## src/logic/fspc_consts.svh

```systemverilog
/*
 * constants for the flash self-programming controller: register offsets,
 * control bit positions, command codes, window lengths and geometry.
 * assumes one 40 mhz clock and an apb register port.
 */
// Summary of operation
// - reset vector follows boot-reset fuse value
// - control register 8 bits, bit5 zero, bit6 read-only
// - ready interrupt while enable, global flag, store clear
// - erase/write to concurrent section sets busy flag
// - busy clears by re-enable or buffer load
// - re-enable unblocks only when no operation running
// - re-enable during buffer loading discards buffer
// - lock-set store programs lock bits from low data
// - load within three cycles returns lock or fuse
// - page write stores buffer to pointer page
// - page erase erases pointer page
// - halting section operation stalls processor core
// - plain store enable loads buffer word
// - store enable arms four clocks, auto-clears
// - undefined low five bit codes ignored
// - target page latched at operation start
// - load uses word-in-page field for buffer word
// - buffer clears after write, re-enable, reset; write-once
// - data-eeprom write discards loaded buffer
// - readback uses pointer bits 0 and 1 only; lock-set ignores pointer
// - page write code is write bit plus enable
// - eeprom write blocks programming and fuse readback
`ifndef FSPC_CONSTS_SVH
`define FSPC_CONSTS_SVH
// apb byte offsets
`define FSPC_OFS_CTRL 12'h000
`define FSPC_OFS_PTR 12'h004
`define FSPC_OFS_DATA 12'h008
`define FSPC_OFS_LOCK 12'h00c
`define FSPC_OFS_STAT 12'h010
`define FSPC_OFS_LOAD 12'h014
// control bit positions
`define FSPC_B_IE 7
`define FSPC_B_BUSY 6
`define FSPC_B_REEN 4
`define FSPC_B_LSET 3
`define FSPC_B_PWR 2
`define FSPC_B_PER 1
`define FSPC_B_EN 0
// low five bit command codes
`define FSPC_CMD_LOAD 5'h01
`define FSPC_CMD_ERASE 5'h03
`define FSPC_CMD_WRITE 5'h05
`define FSPC_CMD_LSET 5'h09
`define FSPC_CMD_REEN 5'h11
`define FSPC_CTRL_RST 8'h00
`define FSPC_LOCK_RST 8'hff
// windows in clocks
`define FSPC_STORE_WIN 3'h4
`define FSPC_LOAD_WIN 3'h3
// geometry: 64-word pages, 128 pages
`define FSPC_WORD_LSB 1
`define FSPC_WORD_W 6
`define FSPC_PAGE_LSB 7
`define FSPC_PAGE_W 7
`define FSPC_HALT_PAGE 7'h70
`define FSPC_BOOT_ADDR 16'h1c00
`define FSPC_RESET_ADDR 16'h0000
// programming time in ns and derived clocks
`define FSPC_PROG_NS 3700000
`define FSPC_CLK_NS 25
`define FSPC_PROG_CYC (`FSPC_PROG_NS / `FSPC_CLK_NS)
`endif

```

## src/logic/fspc_pkg.sv

```systemverilog
/*
 * types for the flash self-programming controller.
 * assumes nothing beyond the constants header.
 */
`default_nettype none
package fspc_pkg;
    // sequencer states
    typedef enum logic [1:0] {
        FSPC_IDLE = 2'b00,   // waiting
        FSPC_ARMED = 2'b01,  // store enable window open
        FSPC_BUSY = 2'b10    // erase or write running
    } fspc_state_e;
    typedef logic [15:0] fspc_word_t;
endpackage
`default_nettype wire

```

## src/logic/fspc_buf_if.sv

```systemverilog
/*
 * carrier between controller and its page buffer memory.
 * assumes one clock shared by both ends.
 */
`default_nettype none
interface fspc_buf_if;
    logic wr;         // write one word
    logic clr;        // clear whole buffer
    logic [5:0] wa;   // write word index
    logic [15:0] wd;  // write data
    logic [5:0] ra;   // read word index
    logic [15:0] rd;  // registered read data
    logic used;       // addressed word already written
    modport ctrl(output wr, clr, wa, wd, ra, input rd, used);
    modport mem(input wr, clr, wa, wd, ra, output rd, used);
endinterface
`default_nettype wire

```

## src/logic/fspc_page_buf.sv

```systemverilog
/*
 * page buffer: 64 words with a written-once marker per word.
 * assumes synchronous active-high reset; read data registered.
 */
`default_nettype none
`include "fspc_consts.svh"
module fspc_page_buf (
    input wire logic core_clk_i,  // system clock
    input wire logic sys_rst_i,   // sync reset
    fspc_buf_if.mem b             // buffer port
);
    logic [15:0] mem [0:63];      // word store
    logic [63:0] used_q;          // per-word written markers
    logic [15:0] rd_q;            // registered read data

    // markers: reset and clear empty the buffer; write marks the word
    always_ff @(posedge core_clk_i) begin
        if (sys_rst_i || b.clr) begin
            used_q <= 64'h0;
        end else if (b.wr && !used_q[b.wa]) begin
            used_q[b.wa] <= 1'b1;  // word may be written once
        end
    end

    // storage and read register, no reset needed for data
    always_ff @(posedge core_clk_i) begin
        if (b.wr && !used_q[b.wa]) begin
            mem[b.wa] <= b.wd;
        end
        rd_q <= used_q[b.ra] ? mem[b.ra] : 16'hffff;  // erased words read ones
    end

    assign b.rd = rd_q;
    assign b.used = used_q[b.wa];
endmodule
`default_nettype wire

```

## src/logic/fspc_ctrl.sv

```systemverilog
/*
 * flash self-programming controller top: control register, pointer,
 * data pair, command window, buffer loading, erase/write sequencing,
 * busy flag, lock setting and lock/fuse readback.
 * assumes an apb master, a core that pulses store/load strobes, and a
 * flash array outside that takes the erase/write pulses.
 */
// Decided for this implementation: the register addresses and the APB interface to the registers.
`default_nettype none
`include "fspc_consts.svh"
module fspc_ctrl #(
    parameter int unsigned PROG_CYC = `FSPC_PROG_CYC  // programming clocks
) (
    input wire logic core_clk_i,         // 40 mhz clock
    input wire logic sys_rst_i,          // sync reset, high
    input wire logic psel_i,             // apb select
    input wire logic penable_i,          // apb enable
    input wire logic pwrite_i,           // apb direction
    input wire logic [11:0] paddr_i,     // apb byte address
    input wire logic [31:0] pwdata_i,    // apb write data
    output logic [31:0] prdata_o,        // apb read data
    output logic pready_o,               // apb ready
    output logic pslverr_o,              // apb error
    input wire logic store_i,            // core store-program pulse
    input wire logic load_i,             // core load-program pulse
    output logic [7:0] load_data_o,      // lock/fuse readback
    output logic load_valid_o,           // readback taken over load
    input wire logic gie_i,              // global interrupt flag
    input wire logic ee_busy_i,          // data-eeprom write in progress
    input wire logic boot_fuse_i,        // boot-reset fuse, 0 programmed
    input wire logic [7:0] fuse_lo_i,    // fuse low bits
    input wire logic [7:0] fuse_hi_i,    // fuse high bits
    output logic [15:0] reset_vec_o,     // reset fetch address
    output logic irq_o,                  // ready interrupt request
    output logic core_halt_o,            // stall core
    output logic section_blocked_o,      // concurrent section unreadable
    output logic erase_o,                // page erase pulse to array
    output logic write_o,                // page write pulse to array
    output logic [6:0] page_o,           // latched target page
    output logic [5:0] buf_ra_o,         // buffer read index for array
    output logic [15:0] buf_rd_o         // buffer read word for array
);
    fspc_buf_if bi ();  // buffer carrier

    typedef struct packed {
        fspc_pkg::fspc_state_e st;  // sequencer state
        logic [7:0] ctrl;           // store_program_control
        logic [15:0] ptr;           // address pointer
        logic [15:0] data;          // data_register_pair
        logic [7:0] lock;           // boot lock bits
        logic [2:0] win;            // window counter
        logic [6:0] page;           // latched page
        logic halt;                 // halting-section operation
        logic [31:0] tmr;           // programming timer
        logic was_load;             // buffer load seen since clear
        logic [7:0] ld;             // readback data
        logic ldv;                  // readback valid
        logic [15:0] rvec;          // reset vector
        logic rvec_ok;              // vector captured
        logic ers;                  // erase pulse
        logic wrp;                  // write pulse
        logic [31:0] rdat;          // apb read data
    } fspc_ctrl_s;

    fspc_ctrl_s s_q, s_d;  // state and next

    // page field of a pointer value
    function automatic logic [6:0] page_of(input logic [15:0] p);
        page_of = p[`FSPC_PAGE_LSB +: `FSPC_PAGE_W];
    endfunction

    // apb access phase; zero wait states so ready is simply high
    logic acc;  // completing transfer
    logic wr_ctrl;  // software writes control
    logic [4:0] cmd;  // written low five bits
    logic [4:0] arm;  // armed command
    assign acc = psel_i && penable_i;
    assign wr_ctrl = acc && pwrite_i && paddr_i == `FSPC_OFS_CTRL;
    assign cmd = pwdata_i[4:0];
    assign arm = s_q.ctrl[4:0];

    // next-state logic
    always_comb begin
        s_d = s_q;
        s_d.ers = 1'b0;
        s_d.wrp = 1'b0;
        s_d.ldv = 1'b0;
        bi.wr = 1'b0;
        bi.clr = 1'b0;
        bi.wa = s_q.ptr[`FSPC_WORD_LSB +: `FSPC_WORD_W];
        bi.wd = s_q.data;
        // reset vector caught once after release
        if (!s_q.rvec_ok) begin
            s_d.rvec = boot_fuse_i ? `FSPC_RESET_ADDR : `FSPC_BOOT_ADDR;
            s_d.rvec_ok = 1'b1;
        end
        // plain register writes
        if (acc && pwrite_i) begin
            case (paddr_i)
                `FSPC_OFS_PTR: s_d.ptr = pwdata_i[15:0];
                `FSPC_OFS_DATA: s_d.data = pwdata_i[15:0];
                default: ;
            endcase
        end
        // interrupt enable always writable; bit6 hardware only
        if (wr_ctrl) begin
            s_d.ctrl[`FSPC_B_IE] = pwdata_i[`FSPC_B_IE];
        end
        case (s_q.st)
            fspc_pkg::FSPC_IDLE: begin
                // eeprom write blocks new commands
                if (wr_ctrl && !ee_busy_i) begin
                    // only the five defined codes arm
                    if (cmd == `FSPC_CMD_LOAD || cmd == `FSPC_CMD_ERASE ||
                        cmd == `FSPC_CMD_WRITE || cmd == `FSPC_CMD_LSET ||
                        cmd == `FSPC_CMD_REEN) begin
                        s_d.ctrl[4:0] = cmd;
                        s_d.win = `FSPC_STORE_WIN;
                        s_d.st = fspc_pkg::FSPC_ARMED;
                        // re-enable while loading drops the buffer
                        if (cmd == `FSPC_CMD_REEN && s_q.was_load) begin
                            bi.clr = 1'b1;
                            s_d.was_load = 1'b0;
                        end
                    end
                end
            end
            fspc_pkg::FSPC_ARMED: begin
                s_d.win = s_q.win - 3'h1;
                // lock/fuse readback within three cycles
                if (load_i && arm == `FSPC_CMD_LSET && !ee_busy_i &&
                    (`FSPC_STORE_WIN - s_q.win) < `FSPC_LOAD_WIN) begin
                    // pointer bit zero picks lock or fuse
                    s_d.ld = s_q.ptr[0] ? s_q.lock :
                             (s_q.ptr[1] ? fuse_hi_i : fuse_lo_i);
                    s_d.ldv = 1'b1;
                    s_d.ctrl[4:0] = 5'h00;
                    s_d.st = fspc_pkg::FSPC_IDLE;
                end else if (store_i && !ee_busy_i) begin
                    s_d.ctrl[4:0] = 5'h00;  // auto-clear on completion
                    s_d.st = fspc_pkg::FSPC_IDLE;
                    case (arm)
                        `FSPC_CMD_LOAD: begin
                            // word selected by pointer, bit 0 ignored
                            bi.wr = 1'b1;
                            s_d.was_load = 1'b1;
                            s_d.ctrl[`FSPC_B_BUSY] = 1'b0;
                        end
                        `FSPC_CMD_LSET: begin
                            // low byte only, pointer ignored; program zeros
                            s_d.lock = s_q.lock & s_q.data[7:0];
                        end
                        `FSPC_CMD_REEN: begin
                            s_d.ctrl[`FSPC_B_BUSY] = 1'b0;  // idle, so legal
                            bi.clr = 1'b1;
                            s_d.was_load = 1'b0;
                        end
                        `FSPC_CMD_ERASE, `FSPC_CMD_WRITE: begin
                            // latch page now, pointer free afterwards
                            s_d.page = page_of(s_q.ptr);
                            s_d.halt = page_of(s_q.ptr) >= `FSPC_HALT_PAGE;
                            if (page_of(s_q.ptr) < `FSPC_HALT_PAGE) begin
                                s_d.ctrl[`FSPC_B_BUSY] = 1'b1;
                            end
                            s_d.ctrl[4:0] = arm;  // enable stays high
                            s_d.ers = arm == `FSPC_CMD_ERASE;
                            s_d.wrp = arm == `FSPC_CMD_WRITE;
                            s_d.tmr = PROG_CYC;
                            s_d.st = fspc_pkg::FSPC_BUSY;
                        end
                        default: ;
                    endcase
                end else if (s_q.win == 3'h1) begin
                    s_d.ctrl[4:0] = 5'h00;  // no store in window
                    s_d.st = fspc_pkg::FSPC_IDLE;
                end
            end
            fspc_pkg::FSPC_BUSY: begin
                // re-enable attempts are ignored here
                s_d.tmr = s_q.tmr - 32'h1;
                if (s_q.tmr == 32'h1) begin
                    if (arm == `FSPC_CMD_WRITE) begin
                        bi.clr = 1'b1;  // buffer empties after write
                        s_d.was_load = 1'b0;
                    end
                    s_d.ctrl[4:0] = 5'h00;  // command and enable clear
                    s_d.halt = 1'b0;
                    s_d.st = fspc_pkg::FSPC_IDLE;
                end
            end
            default: s_d.st = fspc_pkg::FSPC_IDLE;
        endcase
        // eeprom write during loading loses the buffer
        if (ee_busy_i && s_q.was_load) begin
            bi.clr = 1'b1;
            s_d.was_load = 1'b0;
        end
        s_d.ctrl[5] = 1'b0;  // reserved reads zero
        // apb read data registered at setup, presented in access
        s_d.rdat = 32'h0;
        if (psel_i && !penable_i && !pwrite_i) begin
            case (paddr_i)
                `FSPC_OFS_CTRL: s_d.rdat = {24'h0, s_q.ctrl};
                `FSPC_OFS_PTR: s_d.rdat = {16'h0, s_q.ptr};
                `FSPC_OFS_DATA: s_d.rdat = {16'h0, s_q.data};
                `FSPC_OFS_LOCK: s_d.rdat = {24'h0, s_q.lock};
                `FSPC_OFS_STAT: s_d.rdat = {28'h0, s_q.halt, s_q.was_load, s_q.st};
                `FSPC_OFS_LOAD: s_d.rdat = {24'h0, s_q.ld};
                default: s_d.rdat = 32'h0;
            endcase
        end
    end

    // state register, constants only under reset
    always_ff @(posedge core_clk_i) begin
        if (sys_rst_i) begin
            s_q <= '0;
            s_q.ctrl <= `FSPC_CTRL_RST;
            s_q.lock <= `FSPC_LOCK_RST;
        end else begin
            s_q <= s_d;
        end
    end

    // page buffer memory
    fspc_page_buf u_buf (
        .core_clk_i(core_clk_i),
        .sys_rst_i(sys_rst_i),
        .b(bi)
    );

    assign bi.ra = buf_ra_o;
    // unmapped addresses error; pready always high (no wait states)
    assign pready_o = 1'b1;
    assign pslverr_o = acc && !(paddr_i == `FSPC_OFS_CTRL || paddr_i == `FSPC_OFS_PTR ||
        paddr_i == `FSPC_OFS_DATA || paddr_i == `FSPC_OFS_LOCK ||
        paddr_i == `FSPC_OFS_STAT || paddr_i == `FSPC_OFS_LOAD);
    assign prdata_o = s_q.rdat;
    assign load_data_o = s_q.ld;
    assign load_valid_o = s_q.ldv;
    assign reset_vec_o = s_q.rvec;
    // level request while enable clear
    assign irq_o = s_q.ctrl[`FSPC_B_IE] && gie_i && !s_q.ctrl[`FSPC_B_EN];
    assign core_halt_o = s_q.halt;
    assign section_blocked_o = s_q.ctrl[`FSPC_B_BUSY];
    assign erase_o = s_q.ers;
    assign write_o = s_q.wrp;
    assign page_o = s_q.page;
    assign buf_ra_o = 6'h00;
    assign buf_rd_o = bi.rd;
endmodule
`default_nettype wire

```

## config.mk

```make
export PLATFORM = sky130hd
export DESIGN_NAME = fspc_ctrl
export DESIGN_NICKNAME = d
export VERILOG_FILES = /design/src/logic/fspc_pkg.sv /design/src/logic/fspc_buf_if.sv /design/src/logic/fspc_page_buf.sv /design/src/logic/fspc_ctrl.sv
export VERILOG_INCLUDE_DIRS = /design/src /design/src/logic
export SDC_FILE = /design/constraint.sdc
export NUM_CORES = 1
export LEC_CHECK = 0
export BUFFER_PORTS_ARGS = -buffer_cell sky130_fd_sc_hd__buf_2
export CAP_MARGIN = 40
export CORE_MARGIN = 3
export CORE_UTILIZATION = 50
export CTS_CLUSTER_DIAMETER = 120
export DETAILED_ROUTE_END_ITERATION = 8
export HOLD_SLACK_MARGIN = 0.08
export MAX_ROUTING_LAYER = met4
export PLACE_DENSITY_LB_ADDON = 0.3
export SYNTH_ARGS = -nofsm -noshare
export SYNTH_HDL_FRONTEND = slang
export SYNTH_SLANG_ARGS = --single-unit
```

## constraint.sdc

```tcl
create_clock -name core_clk_i -period 6.08 [get_ports core_clk_i]
set_clock_uncertainty 0.15 [all_clocks]
set_input_delay 0.304 -clock core_clk_i [delete_from_list [all_inputs] [get_ports core_clk_i]]
set_output_delay 0.304 -clock core_clk_i [all_outputs]
set_load 0.005 [all_outputs]
```

==> run_results.csv <==
group,metric,value,unit
logic_synthesis,seq_area_frac_synth,0.4541,
place,dpl_worst_slack,2700,ps
timing,timing.final.crit_period,3289,ps
layout,fillCellCount,1592,
timing,worst_pin_slew,870.2,ps
setup_path,crit_arrival,3560,ps
timing,finalHoldViolations,0,
logic_synthesis,synth_ff_type,"dfxtp_1",
detailed_routing,vias_per_cell,5.520,
setup_path,cp-end-kind,"flip-flop",
floorplan,start_util,0.5119,
floorplan,core,18090,µm²
power_and_ir_drop,powerDensity,271.6,nW/µm²
detailed_routing,vias,7436,
grt,grt_use_total,0.2109,
detailed_routing,drc,0,
cts,cts_sinks,202,
logic_synthesis,async_reset_ff_frac,0,
logic_synthesis,synth_area_leader_cell,"dfxtp_1",
cts,cts_htree_levels,1,
min_path,min_path_cells,4,
cts,cts_resized,0,
setup_path,crit_slowest_cell,"nor4bb_1",
cts,clkTransAtPathRegs,70,ps
setup_path,worstSetupPathType,"flip-flop to flip-flop",
cts,clkLatencyLatePin,520,ps
timing,finalSetupViolCount,0,
layout,final_util,0.5801,
logic_synthesis,synthDominantCellAreaShare,0.4022,
floorplan,ioPinCount,163,
cts,clockBufferDepth,3,
timing,fin_ws,2791,ps
layout,drive_gt1_frac,0.1808,
layout,nets,1180,
cts,cts_tree,"yes",
detailed_routing,drt_iter0_drc,635,
run_status,status,"finished, final reports clean",
timing,fin_hold_ws,111.9,ps
timing,tns,0,ps
timing,maxSlewHeadroom,0.4174,
timing,post-route-period-util,0.5410,
grt,grt-ovfl-total,0,
grt,grt_max_degree,71,
setup_path,path_buf_inv,2,
logic_synthesis,synth_area,9259,µm²
setup_path,max_stage_delay,720,ps
setup_path,cp_data_required_time,6350,ps
cts,cts_buffers,22,
setup_path,critPathMaxFanout,22,
floorplan,rows,49,
power_and_ir_drop,ir_drop,0.2120,mV
logic_synthesis,synth_area_leaders,"dfxtp_1 (40%), buf_4 (5.9%), nand2_1 (5.4%), a21oi_1 (5.3%), edfxtp_1 (5.2%)",
detailed_routing,wire_per_inst,15.66,µm
detailed_routing,wirelength,21090,µm
setup_path,r2r_cells,8,
detailed_routing,ant_nets,0,
logic_synthesis,synth_cells,1033,
timing,grt_setup_unrepaired,"no",
timing,fmax,304.0,MHz
min_path,hp-class,"primary input to flip-flop",
place,place_hpwl,14630,µm
power_and_ir_drop,total_power,2849,µW
logic_synthesis,syn_area_per_cell,8.963,µm²
floorplan,dieArea,20190,µm²
logic_synthesis,synth.distinct_cells,79,
setup_path,cp.depth,8,
place,gp_congestion,0.9106,
grt,grt_pass1_vias,6905,
timing,drv_slew,0,
cts,cts-root-buf,"clkbuf_16",
power_and_ir_drop,p_leak,0.003824,µW
layout,area_growth,13.31,%
floorplan,die-height,142.1,µm
grt,grt_pass1_wl,34610,µm
logic_synthesis,ys_ff_latch,202,
detailed_routing,first_pass_iters,5,
place,port_buffers,110,
logic_synthesis,synth_edf_count,16,
setup_path,worst_setup_path_start_kind,"flip-flop",
grt,grt_antenna_before_repair,1,
floorplan,die_w,142.1,µm
flow_run,drv_cap,0,
setup_path,cp_top_family,"simple AND/OR/NAND/NOR gates",
setup_path,path_cells,"buf_4 -> mux4_2 -> or3b_1 -> nand3_1 -> nor4bb_1 -> buf_2 -> a21oi_1 -> nor2_1",
logic_synthesis,ys_warn_count,0,
-- what timing repair did --
action	CTS	global route
buffers inserted	0	0
hold buffers	19	0
endpoints found under the hold margin	43	0
-- per-stage QoR --
step / instance area, µm² / cells
after floorplan: 9387 / 1067
after global placement: 9482 / 1283
after detailed placement: 9522 / 1288
after CTS: 10490 / 1346
after global routing: 10490 / 1347
final: 10490 / 1347
-- cell usage after synthesis, types with 10 or more instances --
| cell type | instances |
|---|---|
| a21oi_1 | 98 |
| a31oi_1 | 10 |
| buf_2 | 17 |
| buf_4 | 73 |
| clkbuf_1 | 33 |
| dfxtp_1 | 186 |
| edfxtp_1 | 16 |
| inv_1 | 16 |
| mux2i_1 | 20 |
| nand2_1 | 132 |
| nand2b_1 | 21 |
| nand3_1 | 15 |
| nand3b_1 | 10 |
| nor2_1 | 105 |
| nor3_1 | 37 |
| nor4_1 | 23 |
| o21a_1 | 34 |
| o21ai_0 | 19 |
| or3_1 | 12 |
| xnor2_1 | 22 |
-- report_power, final --
group | leakage [µW] | internal (µW) | switching, µW
registers | 0.00161 | 1340 | 4.37
clock network | 0.000372 | 862 | 543
logic | 0.00184 | 39.6 | 59.6
-- worst min-delay path: cells and delay by family --
| kind | cells | cell delay (ps) |
|---|---|---|
| AOI/OAI and AO/OA | 1 | 50 |
| buffers and inverters | 1 | 190 |
| and+or+nand+nor | 2 | 190 |
-- cell type report --
class                      count  area, µm²  area share
tap                          229      286.5     0.02731
inverter                      16      60.06    0.005725
antenna                        1      2.502   0.0002385
sequential                   202       4204      0.4007
timing repair buffer         143      848.3     0.08086
clock buffer                  25      581.8     0.05546
multi-input combinational    717       4313      0.4111
clock inverter                14      195.2     0.01860
-- cells in the final DEF (no fill, tap or decap), drive strengths merged, types with 5 or more instances in the layout --
master / Yosys / final
dfxtp: 186 / 186
nand2: 133 / 133
buf: 98 / 124
nor2: 105 / 105
a21oi: 98 / 98
nor3: 41 / 41
conb: 2 / 36
o21a: 34 / 34
nor4: 31 / 31
clkbuf: 34 / 25
xnor2: 22 / 22
o21ai: 22 / 22
nand2b: 21 / 21
mux2i: 20 / 20
dlygate4sd3: 0 / 19
nand3: 17 / 17
inv: 16 / 16
edfxtp: 16 / 16
or3: 12 / 12
nand3b: 10 / 10
a31oi: 10 / 10
a22oi: 9 / 9
a222oi: 8 / 8
ha: 8 / 8
mux4: 7 / 7
clkinv: 0 / 7
mux2: 6 / 6
or3b: 6 / 6
nand4: 5 / 5
nor4b: 5 / 5
-- sequential cells by signal (all words and copies together) (netlist names), 5 cells and up --
name	flops
load_data_o	8
prdata_o	16
arm	5
bi.wd	16
s_q	58
page_o	7
u_buf.used_q	48
u_buf.b.rd	16
bi.wa	6
u_buf.mem	16
-- per-layer routing --
metal  part of all wire  global-route usage  routed length (µm)
met1               0.47              0.2946                9840
met2               0.45              0.3292                9551
met3              0.063             0.02856                1323
met4              0.018             0.04596                 373
met5                  0                   -                   0
-- worst paths after layout --
path,from,endpoint,slack (ps)
setup reg to reg,bi.wa[0],u_buf.used_q[49],2790
setup / recovery,bi.wa[0],u_buf.used_q[49],2790
hold reg to reg,u_buf.mem[0][12],u_buf.b.rd[12],270
hold / removal,paddr_i[3],bi.wa[2],110
-- kinds of logic after synthesis --
family	synth area share
other	0.0008111
multiplexers	0.04595
adder cells (fa/ha/maj)	0.01081
AND/OR/NAND/NOR	0.2301
buffers and inverters	0.09527
AO/OA/AOI/OAI	0.1403
flip-flops	0.4541
XOR/XNOR	0.02270
(Power assumes the default switching activity.)
